--- src/inc/bcg_pkg.sv ---
package bcg_pkg;

  ////////////////////////////////////////////////////////////////////////////
  // bus states: idle, two status phases, two command phases
  typedef enum logic [2:0] {
    bcg_idle,
    bcg_stat1,
    bcg_stat2,
    bcg_cmd1,
    bcg_cmd2
  } bcg_state_e;

  // command outputs, active high inside the block
  typedef struct packed {
    logic intr_ack;
    logic io_read;
    logic io_write;
    logic mem_read;
    logic mem_write;
  } bcg_cmd_s;

  // processor status inputs, status bits active low
  typedef struct packed {
    logic mem_not_io;
    logic cycle_status_high_bit;
    logic cycle_status_low_bit;
  } bcg_status_s;

  ////////////////////////////////////////////////////////////////////////////
  // cycle codes {mem_not_io, high bit, low bit}
  localparam logic [2:0] CODE_INTR_ACK = 3'h0;
  localparam logic [2:0] CODE_IO_READ = 3'h1;
  localparam logic [2:0] CODE_IO_WRITE = 3'h2;
  localparam logic [2:0] CODE_HALT = 3'h4;
  localparam logic [2:0] CODE_MEM_READ = 3'h5;
  localparam logic [2:0] CODE_MEM_WRITE = 3'h6;
  localparam logic [2:0] STATUS_INACTIVE = 3'h7;

  // timing counts in clock edges
  localparam logic [1:0] GRANT_EDGES = 2'h3;
  localparam logic [1:0] MODE_CYCLES = 2'h2;

  ////////////////////////////////////////////////////////////////////////////
  // register map (byte addresses)
  localparam int ADDR_W = 12;
  localparam logic [ADDR_W-1:0] REG_CONTROL = 12'h000;
  localparam logic [ADDR_W-1:0] REG_STATE = 12'h004;
  // control fields
  localparam int CTRL_ENABLE_BIT = 0;
  localparam logic [31:0] CTRL_RESET = 32'h0000_0001;
  // state fields
  localparam int ST_STATE_LSB = 0;
  localparam int ST_SELECT_BIT = 4;
  localparam int ST_DELAY_BIT = 5;
  localparam int ST_MODE_BIT = 6;
  localparam int ST_DEN_BIT = 7;
  localparam int ST_DIR_BIT = 8;
  localparam int ST_CMD_LSB = 12;

endpackage

--- src/rtl/bcg_sync.sv ---
`timescale 1ns/1ps
`default_nettype none
// three-stage input synchroniser; output follows once stage two and three agree
module bcg_sync #(
  parameter int W = 1,
  parameter logic [W-1:0] INIT = '0
) (
  // clock and reset
  input wire logic mclk,
  input wire logic rst_n,
  // raw and filtered data
  input wire logic [W-1:0] din,
  output logic [W-1:0] dout
);

  logic [W-1:0] s1; // metastability stage, read only by s2
  logic [W-1:0] s2; // second stage
  logic [W-1:0] s3; // third stage
  logic [W-1:0] agree; // bits where stage two and three match

  assign agree = ~(s2 ^ s3);

  // shift chain and agreement filter
  always_ff @(posedge mclk or negedge rst_n) begin
    if (!rst_n) begin
      s1 <= INIT;
      s2 <= INIT;
      s3 <= INIT;
      dout <= INIT;
    end else begin
      s1 <= din;
      s2 <= s1;
      s3 <= s2;
      dout <= (s3 & agree) | (dout & ~agree);
    end
  end

endmodule // bcg_sync
`default_nettype wire

--- src/rtl/bcg_top.sv ---
// The APB interface to the registers and the placing of the registers are this design's own decisions.
`timescale 1ns/1ps
`default_nettype none
// Function
// RQ1 - select sampled high at status end enables outputs
// RQ2 - deselected: no commands, no enable, direction high
// RQ3 - deselected: ignore delay, enable, ready until restart
// RQ4 - select sample held for whole cycle
// RQ5 - local write: enable in second status phase
// RQ6 - deselected write: enable forced low in command
// RQ7 - grant withdrawn: float commands, enable off
// RQ8 - arbiter withdraws grant only in idle/status
// RQ9 - grant given: enable follows cycle at once
// RQ10 - commands wait three edges after grant
// RQ11 - command enable low: commands and enable off
// RQ12 - command enable high: restore cycle levels
// RQ13 - system still ends cycle with ready
// RQ14 - command only after delay sampled low
// RQ15 - delay never touches latch, cascade, enable, direction
// RQ16 - delay sampled at status end, then each edge
// RQ17 - local: command at once; shared: normal time
// RQ18 - ready before delay clears: no command issued
// RQ19 - mode falling: two cycles before command
// RQ20 - status and command states last two cycles
// RQ21 - ready sampled each command end, wait states
// RQ22 - shared timing needs at least one wait
module bcg_top
  import bcg_pkg::*;
(
  // clock and reset
  input wire logic mclk,
  input wire logic arst_n,
  // apb slave
  input wire logic psel,
  input wire logic penable,
  input wire logic pwrite,
  input wire logic [ADDR_W-1:0] paddr,
  input wire logic [31:0] pwdata,
  output logic [31:0] prdata,
  output logic pready,
  output logic pslverr,
  // processor status and cycle control pins
  input wire bcg_status_s status_in,
  input wire logic bus_select_latched_enable,
  input wire logic command_enable_or_grant,
  input wire logic command_delay_input,
  input wire logic shared_bus_timing_select,
  input wire logic ready_n,
  // command outputs and their drive enable
  output bcg_cmd_s cmd_out,
  output logic cmd_oe,
  // control outputs
  output logic addr_latch_enable,
  output logic cascade_address_enable,
  output logic transceiver_enable,
  output logic transceiver_direction
);

  ////////////////////////////////////////////////////////////////////////////
  // reset release
  logic rst_meta; // first reset stage
  logic rst_n; // released reset used everywhere else

  // two-flop release of the asynchronous reset
  always_ff @(posedge mclk or negedge arst_n) begin
    if (!arst_n) begin
      rst_meta <= 1'b0;
      rst_n <= 1'b0;
    end else begin
      rst_meta <= 1'b1;
      rst_n <= rst_meta;
    end
  end

  ////////////////////////////////////////////////////////////////////////////
  // pin synchronisers
  localparam int PIN_W = 8;
  localparam logic [PIN_W-1:0] PIN_INIT = {STATUS_INACTIVE, 5'h19};
  logic [PIN_W-1:0] pin_raw; // packed raw pins
  logic [PIN_W-1:0] pin_s; // filtered pins
  logic [2:0] status_code; // filtered status code
  logic select_s; // filtered bus select
  logic cen_aen_s; // filtered shared enable/grant pin
  logic delay_s; // filtered command delay
  logic mode_s; // filtered timing mode select
  logic ready_n_s; // filtered ready

  assign pin_raw = {status_in, bus_select_latched_enable,
    command_enable_or_grant, command_delay_input,
    shared_bus_timing_select, ready_n};

  bcg_sync #(
    .W(PIN_W),
    .INIT(PIN_INIT)
  ) u_sync (
    .mclk(mclk),
    .rst_n(rst_n),
    .din(pin_raw),
    .dout(pin_s)
  );

  assign status_code = pin_s[7:5];
  assign select_s = pin_s[4];
  assign cen_aen_s = pin_s[3];
  assign delay_s = pin_s[2];
  assign mode_s = pin_s[1];
  assign ready_n_s = pin_s[0];

  ////////////////////////////////////////////////////////////////////////////
  // apb register file
  logic [31:0] control; // software control word
  logic [31:0] state_word; // live status word
  logic hit_control; // address matches control
  logic hit_state; // address matches state
  logic unmapped; // address matches nothing
  logic wr_access; // write completes this edge
  logic setup_phase; // first cycle of a transfer
  logic block_enable; // software allows new cycles

  assign hit_control = (paddr == REG_CONTROL);
  assign hit_state = (paddr == REG_STATE);
  assign unmapped = !(hit_control || hit_state);
  assign setup_phase = psel && !penable;
  assign wr_access = psel && penable && pwrite;
  assign pready = psel && penable;
  assign pslverr = psel && penable && unmapped;
  assign block_enable = control[CTRL_ENABLE_BIT];

  // control register write, read data captured in setup phase
  always_ff @(posedge mclk or negedge rst_n) begin
    if (!rst_n) begin
      control <= CTRL_RESET;
      prdata <= 32'h0000_0000;
    end else begin
      if (wr_access && hit_control) begin
        control <= pwdata;
      end
      if (setup_phase) begin
        prdata <= hit_control ? control : (hit_state ? state_word : '0);
      end
    end
  end

  ////////////////////////////////////////////////////////////////////////////
  // cycle decode
  bcg_state_e state; // current bus state
  bcg_state_e next_state; // next bus state
  logic [2:0] cyc_code; // code latched at cycle start
  logic start; // either status bit low starts a cycle while the control enable bit is set
  logic is_halt; // halt cycle activates nothing
  logic is_write; // write cycle
  logic is_read; // read or acknowledge cycle
  logic in_status; // either status phase
  logic in_cmd; // either command phase
  logic cycle_end; // ready ends a selected cycle
  logic selected; // select sample held for the cycle

  assign start = block_enable && (status_code[1:0] != STATUS_INACTIVE[1:0]);
  assign is_halt = (cyc_code == CODE_HALT);
  assign is_write = (cyc_code == CODE_IO_WRITE) || (cyc_code == CODE_MEM_WRITE);
  assign is_read = (cyc_code == CODE_INTR_ACK) || (cyc_code == CODE_IO_READ) ||
    (cyc_code == CODE_MEM_READ);
  assign in_status = (state == bcg_stat1) || (state == bcg_stat2);
  assign in_cmd = (state == bcg_cmd1) || (state == bcg_cmd2);
  assign cycle_end = (state == bcg_cmd2) && selected && !ready_n_s; // [RQ21]

  // bus state sequence
  always_comb begin
    next_state = state;
    case (state)
      bcg_idle: begin
        if (start) begin
          next_state = bcg_stat1;
        end
      end
      bcg_stat1: begin
        next_state = bcg_stat2; // [RQ20]
      end
      bcg_stat2: begin
        // halt ignores every control input until a new start
        next_state = is_halt ? bcg_idle : bcg_cmd1;
      end
      bcg_cmd1: begin
        next_state = bcg_cmd2; // [RQ20]
      end
      bcg_cmd2: begin
        if (!selected) begin
          // ready is not looked at while deselected
          next_state = start ? bcg_stat1 : bcg_cmd1; // [RQ3]
        end else if (cycle_end) begin
          next_state = start ? bcg_stat1 : bcg_idle; // [RQ21]
        end else begin
          next_state = bcg_cmd1; // wait state [RQ21]
        end
      end
      default: begin
        next_state = bcg_idle;
      end
    endcase
  end

  ////////////////////////////////////////////////////////////////////////////
  // per-cycle qualifiers
  logic delay_done; // command delay seen low
  logic late_ok; // shared timing command time reached
  logic new_cycle; // entering first status phase
  logic sel_edge; // end of the status state
  logic delay_sample; // delay sampling edge

  assign new_cycle = (next_state == bcg_stat1) && (state != bcg_stat1);
  assign sel_edge = (state == bcg_stat2);
  assign delay_sample = (sel_edge && !is_halt) || (in_cmd && selected);

  // cycle code, select hold, delay and shared-timing flags
  always_ff @(posedge mclk or negedge rst_n) begin
    if (!rst_n) begin
      state <= bcg_idle;
      cyc_code <= STATUS_INACTIVE;
      selected <= 1'b0;
      delay_done <= 1'b0;
      late_ok <= 1'b0;
    end else begin
      state <= next_state;
      if (new_cycle) begin
        cyc_code <= status_code;
        selected <= 1'b0;
        delay_done <= 1'b0;
        late_ok <= 1'b0;
      end else begin
        if (sel_edge) begin
          selected <= select_s; // [RQ1] [RQ4]
        end
        if (delay_sample && !delay_done && !delay_s) begin
          delay_done <= 1'b1; // [RQ16]
        end
        if (state == bcg_cmd1) begin
          late_ok <= 1'b1; // [RQ17]
        end
      end
    end
  end

  ////////////////////////////////////////////////////////////////////////////
  // grant and mode timers
  logic [1:0] grant_cnt; // edges since grant went low
  logic [1:0] mode_cnt; // cycles since mode fell
  logic mode_prev; // mode value one cycle back
  logic grant_withdrawn; // shared timing and grant pin high
  logic grant_ok; // three edges after grant
  logic mode_ok; // two cycles after mode fell

  assign grant_withdrawn = mode_s && cen_aen_s;
  assign grant_ok = (grant_cnt == GRANT_EDGES);
  assign mode_ok = (mode_cnt == MODE_CYCLES);

  // saturating counters for grant and mode change
  always_ff @(posedge mclk or negedge rst_n) begin
    if (!rst_n) begin
      grant_cnt <= 2'h0;
      mode_cnt <= MODE_CYCLES;
      mode_prev <= 1'b0;
    end else begin
      mode_prev <= mode_s;
      if (grant_withdrawn) begin
        grant_cnt <= 2'h0;
      end else if (!grant_ok) begin
        grant_cnt <= grant_cnt + 2'h1; // [RQ10]
      end
      if (mode_prev && !mode_s) begin
        mode_cnt <= 2'h0;
      end else if (!mode_ok) begin
        mode_cnt <= mode_cnt + 2'h1; // [RQ19]
      end
    end
  end

  ////////////////////////////////////////////////////////////////////////////
  // output levels
  logic gate; // enable/grant qualification for this mode
  logic cmd_timing; // mode specific command timing met
  logic cmd_live; // command may be active now
  logic next_den; // next transceiver enable
  logic next_dir; // next transceiver direction
  logic next_ale; // next address latch enable
  logic next_mce; // next cascade enable
  logic next_oe; // next command drive enable
  bcg_cmd_s next_cmd; // next command outputs

  // mode 0 uses the pin as command enable, mode 1 as grant
  assign gate = mode_s ? !cen_aen_s : cen_aen_s; // [RQ7] [RQ9] [RQ11] [RQ12]
  assign cmd_timing = mode_s ? (late_ok && grant_ok) : mode_ok; // [RQ17] [RQ19]
  assign cmd_live = in_cmd && selected && !is_halt && delay_done && // [RQ14]
    cmd_timing && gate; // [RQ1] [RQ2]
  // delay flag is kept out of the control outputs [RQ15]
  assign next_den = gate && !is_halt && (
    (in_cmd && selected) || // [RQ6] [RQ2]
    (!mode_s && is_write && (state == bcg_stat2))); // [RQ5]
  assign next_dir = !(is_read && in_cmd && selected); // [RQ2] [RQ18]
  assign next_ale = (state == bcg_stat1) && !is_halt;
  assign next_mce = in_status && (cyc_code == CODE_INTR_ACK);
  assign next_oe = !grant_withdrawn; // [RQ7]
  assign next_cmd.intr_ack = cmd_live && (cyc_code == CODE_INTR_ACK);
  assign next_cmd.io_read = cmd_live && (cyc_code == CODE_IO_READ);
  assign next_cmd.io_write = cmd_live && (cyc_code == CODE_IO_WRITE);
  assign next_cmd.mem_read = cmd_live && (cyc_code == CODE_MEM_READ);
  assign next_cmd.mem_write = cmd_live && (cyc_code == CODE_MEM_WRITE);

  // registered outputs
  always_ff @(posedge mclk or negedge rst_n) begin
    if (!rst_n) begin
      cmd_out <= '0;
      cmd_oe <= 1'b1;
      addr_latch_enable <= 1'b0;
      cascade_address_enable <= 1'b0;
      transceiver_enable <= 1'b0;
      transceiver_direction <= 1'b1;
    end else begin
      cmd_out <= next_cmd; // [RQ18]
      cmd_oe <= next_oe;
      addr_latch_enable <= next_ale;
      cascade_address_enable <= next_mce;
      transceiver_enable <= next_den;
      transceiver_direction <= next_dir;
    end
  end

  ////////////////////////////////////////////////////////////////////////////
  // state word for software
  always_comb begin
    state_word = '0;
    state_word[ST_STATE_LSB +: 3] = state;
    state_word[ST_SELECT_BIT] = selected;
    state_word[ST_DELAY_BIT] = delay_done;
    state_word[ST_MODE_BIT] = mode_s;
    state_word[ST_DEN_BIT] = transceiver_enable;
    state_word[ST_DIR_BIT] = transceiver_direction;
    state_word[ST_CMD_LSB +: 5] = cmd_out;
  end

endmodule // bcg_top
`default_nettype wire

--- config.mk ---
export PLATFORM = sky130hd
export DESIGN_NAME = bcg_top
export DESIGN_NICKNAME = d
export VERILOG_FILES = /design/src/inc/bcg_pkg.sv /design/src/rtl/bcg_sync.sv /design/src/rtl/bcg_top.sv
export SDC_FILE = /design/constraint.sdc
export NUM_CORES = 1
export LEC_CHECK = 0
export ABC_AREA = 1
export BUFFER_PORTS_ARGS = -buffer_cell sky130_fd_sc_hd__buf_2
export CAP_MARGIN = 20
export CORE_MARGIN = 2
export CORE_UTILIZATION = 54
export DETAILED_ROUTE_END_ITERATION = 8
export GPL_ROUTABILITY_DRIVEN = 0
export PLACE_DENSITY = 0.82
export SLEW_MARGIN = 20
export SYNTH_ARGS = -nofsm -noshare
export SYNTH_HDL_FRONTEND = slang
export SYNTH_SLANG_ARGS = --single-unit
--- constraint.sdc ---
create_clock -name mclk -period 4.75 [get_ports mclk]
set_input_delay 0 -clock mclk [delete_from_list [all_inputs] [get_ports mclk]]
set_output_delay 0 -clock mclk [all_outputs]
set_load 0.03 [all_outputs]
# --- After elaboration in Yosys (flattened, before gate mapping) ---
# Cells that the tools add are included.
word_totals:
  latchBits: 0
  elab_cells: 129
  input_bits: 57
  memories: 0
  mem_bits_ro: 0
  ram_bits: 0
  ff_bits: 122
  out_inout_bits: 44
classes:
  mul: 0
  div_mod_pow: 0
  mux: 21
  magnitude_cmp: 0
  n_bitwise: 6
  n_reduce_logical: 57
  n_eq_ne: 17
  add_sub_neg: 2
  shift: 0
op_table:
  columns: ["op", "n"]
  rows:
  - ["1-bit logical AND", 33]
  - ["32-bit two-way mux", 1]
  - ["17-bit two-way mux", 1]
  - ["8-bit AND", 2]
  - ["2-bit two-way mux", 8]
  - ["8-bit inverter", 2]
  - ["3-bit one-hot mux with 5 select lines", 1]
  - ["12-bit by 3-bit equality test with 1-bit output (second input constant)", 1]
  - ["3-bit equality test (second input constant)", 4]
  - ["12-bit zero test", 1]
  - ["1-bit zero test", 10]
  - ["3-bit by 1-bit equality test with 1-bit output (second input constant)", 3]
  - ["3-bit by 2-bit equality test with 1-bit output (second input constant)", 3]
  - ["1-bit two-way mux", 9]
  - ["1-bit logical OR", 8]
  - ["8-bit OR", 1]
  - ["8-bit bitwise XOR", 1]
  - ["3-bit zero test", 2]
  - ["2-bit nonzero test", 3]
  - ["2-bit by 1-bit adder with 2-bit output (second input constant)", 2]
  - ["2-bit equality test (second input constant)", 2]
  - ["2-bit inequality test (second input constant)", 2]
  - ["3-bit two-way mux", 1]
  - ["3-bit by 1-bit inequality test with 1-bit output (second input constant)", 1]
  - ["2-bit by 1-bit inequality test with 1-bit output (second input constant)", 1]

# --- Longest topological paths before layout ---
depth:
  depth_word: 9
  depth_mapped: 9
  depth_no_buf: 9

# --- By module ---
# From an unflattened synthesis, not the netlist that was laid out.
unflattened:
  cells_unflattened: 531
  hier_area_um2: 4901.0
modules_own_cells:
  columns: ["mod", "cells_per_inst", "area_per_inst_um2", "seq_area_each_um2", "instances"]
  rows:
  - ["bcg_top", 467, 3940.0, 2260.9, 1]
  - ["bcg_sync", 64, 960.9, 830.8, 1]

# --- Worst setup path before layout ---
# Ideal clock, no wire load.
synth_path:
  path_type: "register to register"
  startpoint: "register cyc_code[2]"
  endpoint: "register delay_done"
  setup_slack_ps: 3454
  synth_period_minus_slack_ps: 1296
  t_required_ps: 4633
  arrival_time_ps: 1180
  setup_ps: 117
  path_stages_with_launch: 8
  n_path_buf: 0
  cell_sequence: "dfstp_2 nand3_1 nand2_2 nand2_1 nor2_4 nand3_2 inv_1 nor2_1"
synth_via:
  elab_chain_len: 7
  elab_cells_between_ends: 12
  classes_between: "eq/ne: 2; mux: 3; reduce/logical: 7"
synth_rtl:
  columns: ["item", "line", "rtl"]
  rows:
  - ["start, declared", "bcg_top.sv:148", "logic [2:0] cyc_code;"]
  - ["start signal, assigned", "bcg_top.sv:225", "cyc_code <= status_code;"]
  - ["3-bit equality test *", "bcg_top.sv:159", "assign is_halt = (cyc_code == CODE_HALT);"]
  - ["parallel branches: the longest is 6 deep, another holds 3-bit one-hot mux with 5 select lines", null, null]
  - ["end signal, assigned", "bcg_top.sv:220", "delay_done <= 1'b0;"]
  - ["end signal, assigned", "bcg_top.sv:227", "delay_done <= 1'b0;"]
  - ["end signal, assigned", "bcg_top.sv:234", "delay_done <= 1'b1;"]
  - ["end, declared", "bcg_top.sv:204", "logic delay_done;"]
# Mark *: on every way between the ends.
# A chain may end at the register's enable or synchronous reset.

# --- Worst setup path in the final report ---
layout_path:
  startpoint: "input port paddr[2]"
  endpoint: "output port pslverr"
layout_via:
  elab_chain_len: 4
  elab_cells_between_ends: 5
  classes_between: "eq/ne: 1; reduce/logical: 4"
layout_rtl:
  columns: ["item", "line", "rtl"]
  rows:
  - ["start, declared", "bcg_top.sv:37", "input wire logic [ADDR_W-1:0] paddr,"]
  - ["12-bit by 3-bit equality test with 1-bit output / 12-bit zero test (equally long branches)", "bcg_top.sv:121, bcg_top.sv:120", null]
  - ["1-bit logical OR *", "bcg_top.sv:122", "assign unmapped = !(hit_control || hit_state);"]
  - ["1-bit zero test *", "bcg_top.sv:122", null]
  - ["1-bit logical AND *", "bcg_top.sv:126", "assign pslverr = psel && penable && unmapped;"]
  - ["end, declared", "bcg_top.sv:41", "output logic pslverr,"]
# Mark *: on every way between the ends. The rest lies on a longest branch, timed or not.

==> flow_summary.toml <==
[power_and_ir_drop]
ir_worst_vdd_uv = 255
leakage_nw = 3.38
power_mw = 2.89
power.density_nw_per_um2 = 450

[route]
routed-via-count = 4154
drtPass1Iterations = 5
first_iter_violations = 323
drc = 0
antenna_left = 0
wl_per_cell_um = 15.8
finalWirelength_um = 12200
via_per_inst = 5.39

[hold_path]
hold_path.class = "primary input to flop"
min_from = "penable"
whs_endpoint = "prdata[14]"
whs_path_depth = 5

[logic_synthesis]
synth_seq_cells = 122
yosys_warnings = 0
syn-instance-count = 503
synth_edf_count = 0
syn_nets = 563
seq_area_frac_synth_pct = 63.8
synth_ff_type = "dfrtp_1"
synth_area_leaders = "dfrtp_1, dfstp_2, nand2_1, nand3_1, inv_1"
synth_top_area_share_pct = 47.0
synth.cell_area_um2 = 4850
yosys.area.top_type = "dfrtp_1"
syn_area_per_cell_um2 = 9.64
async_flop_share_pct = 100
synth.distinct_cells = 31

[place]
io_buffer_count = 100
hpwl_um = 6990

[timing]
max_freq_mhz = 397
setup_tns_ns = 0
min_period_ns = 2.52
hold_ws_ns = 0.0502
relSlewSlack_pct = 34.0
finClkSkew_ns = 0.00730
min_period_over_period_pct = 53.0
final-setup-viol-count = 0
finalMaxSlewViolations = 0
finalHoldViolations = 0
tightestPinTransition_ns = 0.987
grt_setup_unrepaired = "no"

[setup_path]
critical_path_class = "primary input to output port"
critPathMostFrequentCell = "buf_2"
cp.arrival_ns = 2.52
r2r_start = "rst_n"
slowest_delay_ns = 0.61
critical-path-slowest-cell = "nor3_2"
worst_setup_path_end_kind = "output port"
ff2ff_path_depth = 1
rrSetupSlack_ns = 3.19
crit_start = "paddr[2]"
critical_path_peak_fanout = 34
crit_chain = "dlygate4sd3_1, buf_2, nor3_2, nand2_2, clkinv_2, a211oi_1, buf_2"
required_ns = 4.75
r2r-end = "cyc_code[2]"
start_kind = "primary input"

[cts]
cts-resized-gates = 0
htree_levels = 4
cts-root-buf = "clkbuf_8"
path_clk_slew_ns = 0.05
clockBufferDepth = 2
post-cts-setup-buffer-count = 0
hold_buffers = 45
cts_sinks = 122
clk_latency_ns = 0.51
numCtsBuffers = 17
cts_tree = "built"

[layout]
syn_to_final_growth_pct = 32.5
fin_nets = 709
n_antenna_cell = 0
drive_gt1_share_pct = 26.3

[die]
pin_count = 101
dieArea_um2 = 9750
die_h_um = 98.8
start_util_pct = 55.6
fp.coreArea_um2 = 8720
die_w_um = 98.8
rows = 34

[global_routing]
grt_max_degree = 78
gr-usage-all-layers_pct = 26.6
grt_pass1_wl_um = 19900
grt_overflow = 0
antenna_found_initial = 0
grt_pass1_vias = 4247

[outcome]
status = "finished clean"

[flow_run]
maxCapViolCount = 0
## per-layer routing
metal	GRT usage, %	share of wire, %
met5	0	0
met4	17.9	5.6
met3	6.74	7.7
met2	43.0	49
met1	31.5	37
## registers in the layout, indices dropped and copies added (netlist names), 2 cells and up, named ones only
| name | flops |
|---|---|
| control | 32 |
| prdata | 32 |
| u_sync.s1 | 8 |
| u_sync.s2 | 8 |
| u_sync.s3 | 8 |
| cmd_out | 5 |
| cyc_code | 3 |
| state | 3 |
| grant_cnt | 2 |
| mode_cnt | 2 |
## worst max-delay path: cells and delay by family
family                 cells  cell delay [ns]
buffers and inverters      4             1.39
and+or+nand+nor            2             1.03
AOI/OAI and AO/OA          1             0.09
## worst max path at each step
stage	depth (start not counted)	slack (ns)	end
finish	7	2.23	pslverr
global route	7	2.00	pslverr
CTS	7	2.33	pslverr
detailed placement	9	2.39	control[10]
global placement	9	2.47	control[25]
floorplan	0	1.15	async pin
## final cells by class
| type | instances | area (µm²) |
|---|---|---|
| Inverter | 29 | 110 |
| Fill cell | 547 | 2290 |
| Tap cell | 108 | 135 |
| Multi-Input combinational cell | 331 | 1520 |
| Clock buffer | 23 | 447 |
| Clock inverter | 9 | 148 |
| Timing Repair Buffer | 148 | 973 |
| Sequential cell | 122 | 3100 |
## layout by cell type, fill, tap and decap left out, drive strengths merged, types with 2 or more instances in the layout
cell type    count
a21oi            6
buf            103
bufinv           4
clkbuf          23
clkinv           5
dfrtp           91
dfstp           31
dlygate4sd3     45
ha               3
inv             28
maj3             8
nand2          182
nand3           67
nand3b           2
nand4            3
nor2            24
nor3             6
o21ai           25
## cell usage after synthesis, drive strengths merged, types with 2 or more instances
cell,count
dfrtp,91
maj3,8
nand3,67
nor3,6
dfstp,31
clkbuf,5
o21ai,25
nand2,182
a21oi,6
nand4,3
buf,16
ha,3
nand3b,2
nor2,24
inv,28
## metrics by stage
stage          instance area [µm²]  utilization (%)  setup WS, ns  cells
2_1_floorplan                 4850                -          1.15    503
3_3_place_gp                  5380             61.7          2.47    693
3_5_place_dp                  5380             61.7          2.39    693
4_1_cts                       6430             73.7          2.33    770
5_1_grt                       6430             73.7          2.00    770
6_report                      6430             73.7          2.23    770
## report_power, final
group	switching, mW	total [mW]	internal (mW)
registers	0.0829	1.23	1.15
logic	0.231	0.369	0.138
clock network	0.434	1.30	0.862
## cell families after synthesis
logic type / synth area share (%)
simple gates: 24.9
other cells: 0.0773
flops: 63.8
compound gates: 3.82
fa+ha+maj: 2.43
buf+inv: 5.03
(Power assumes the default switching activity.)
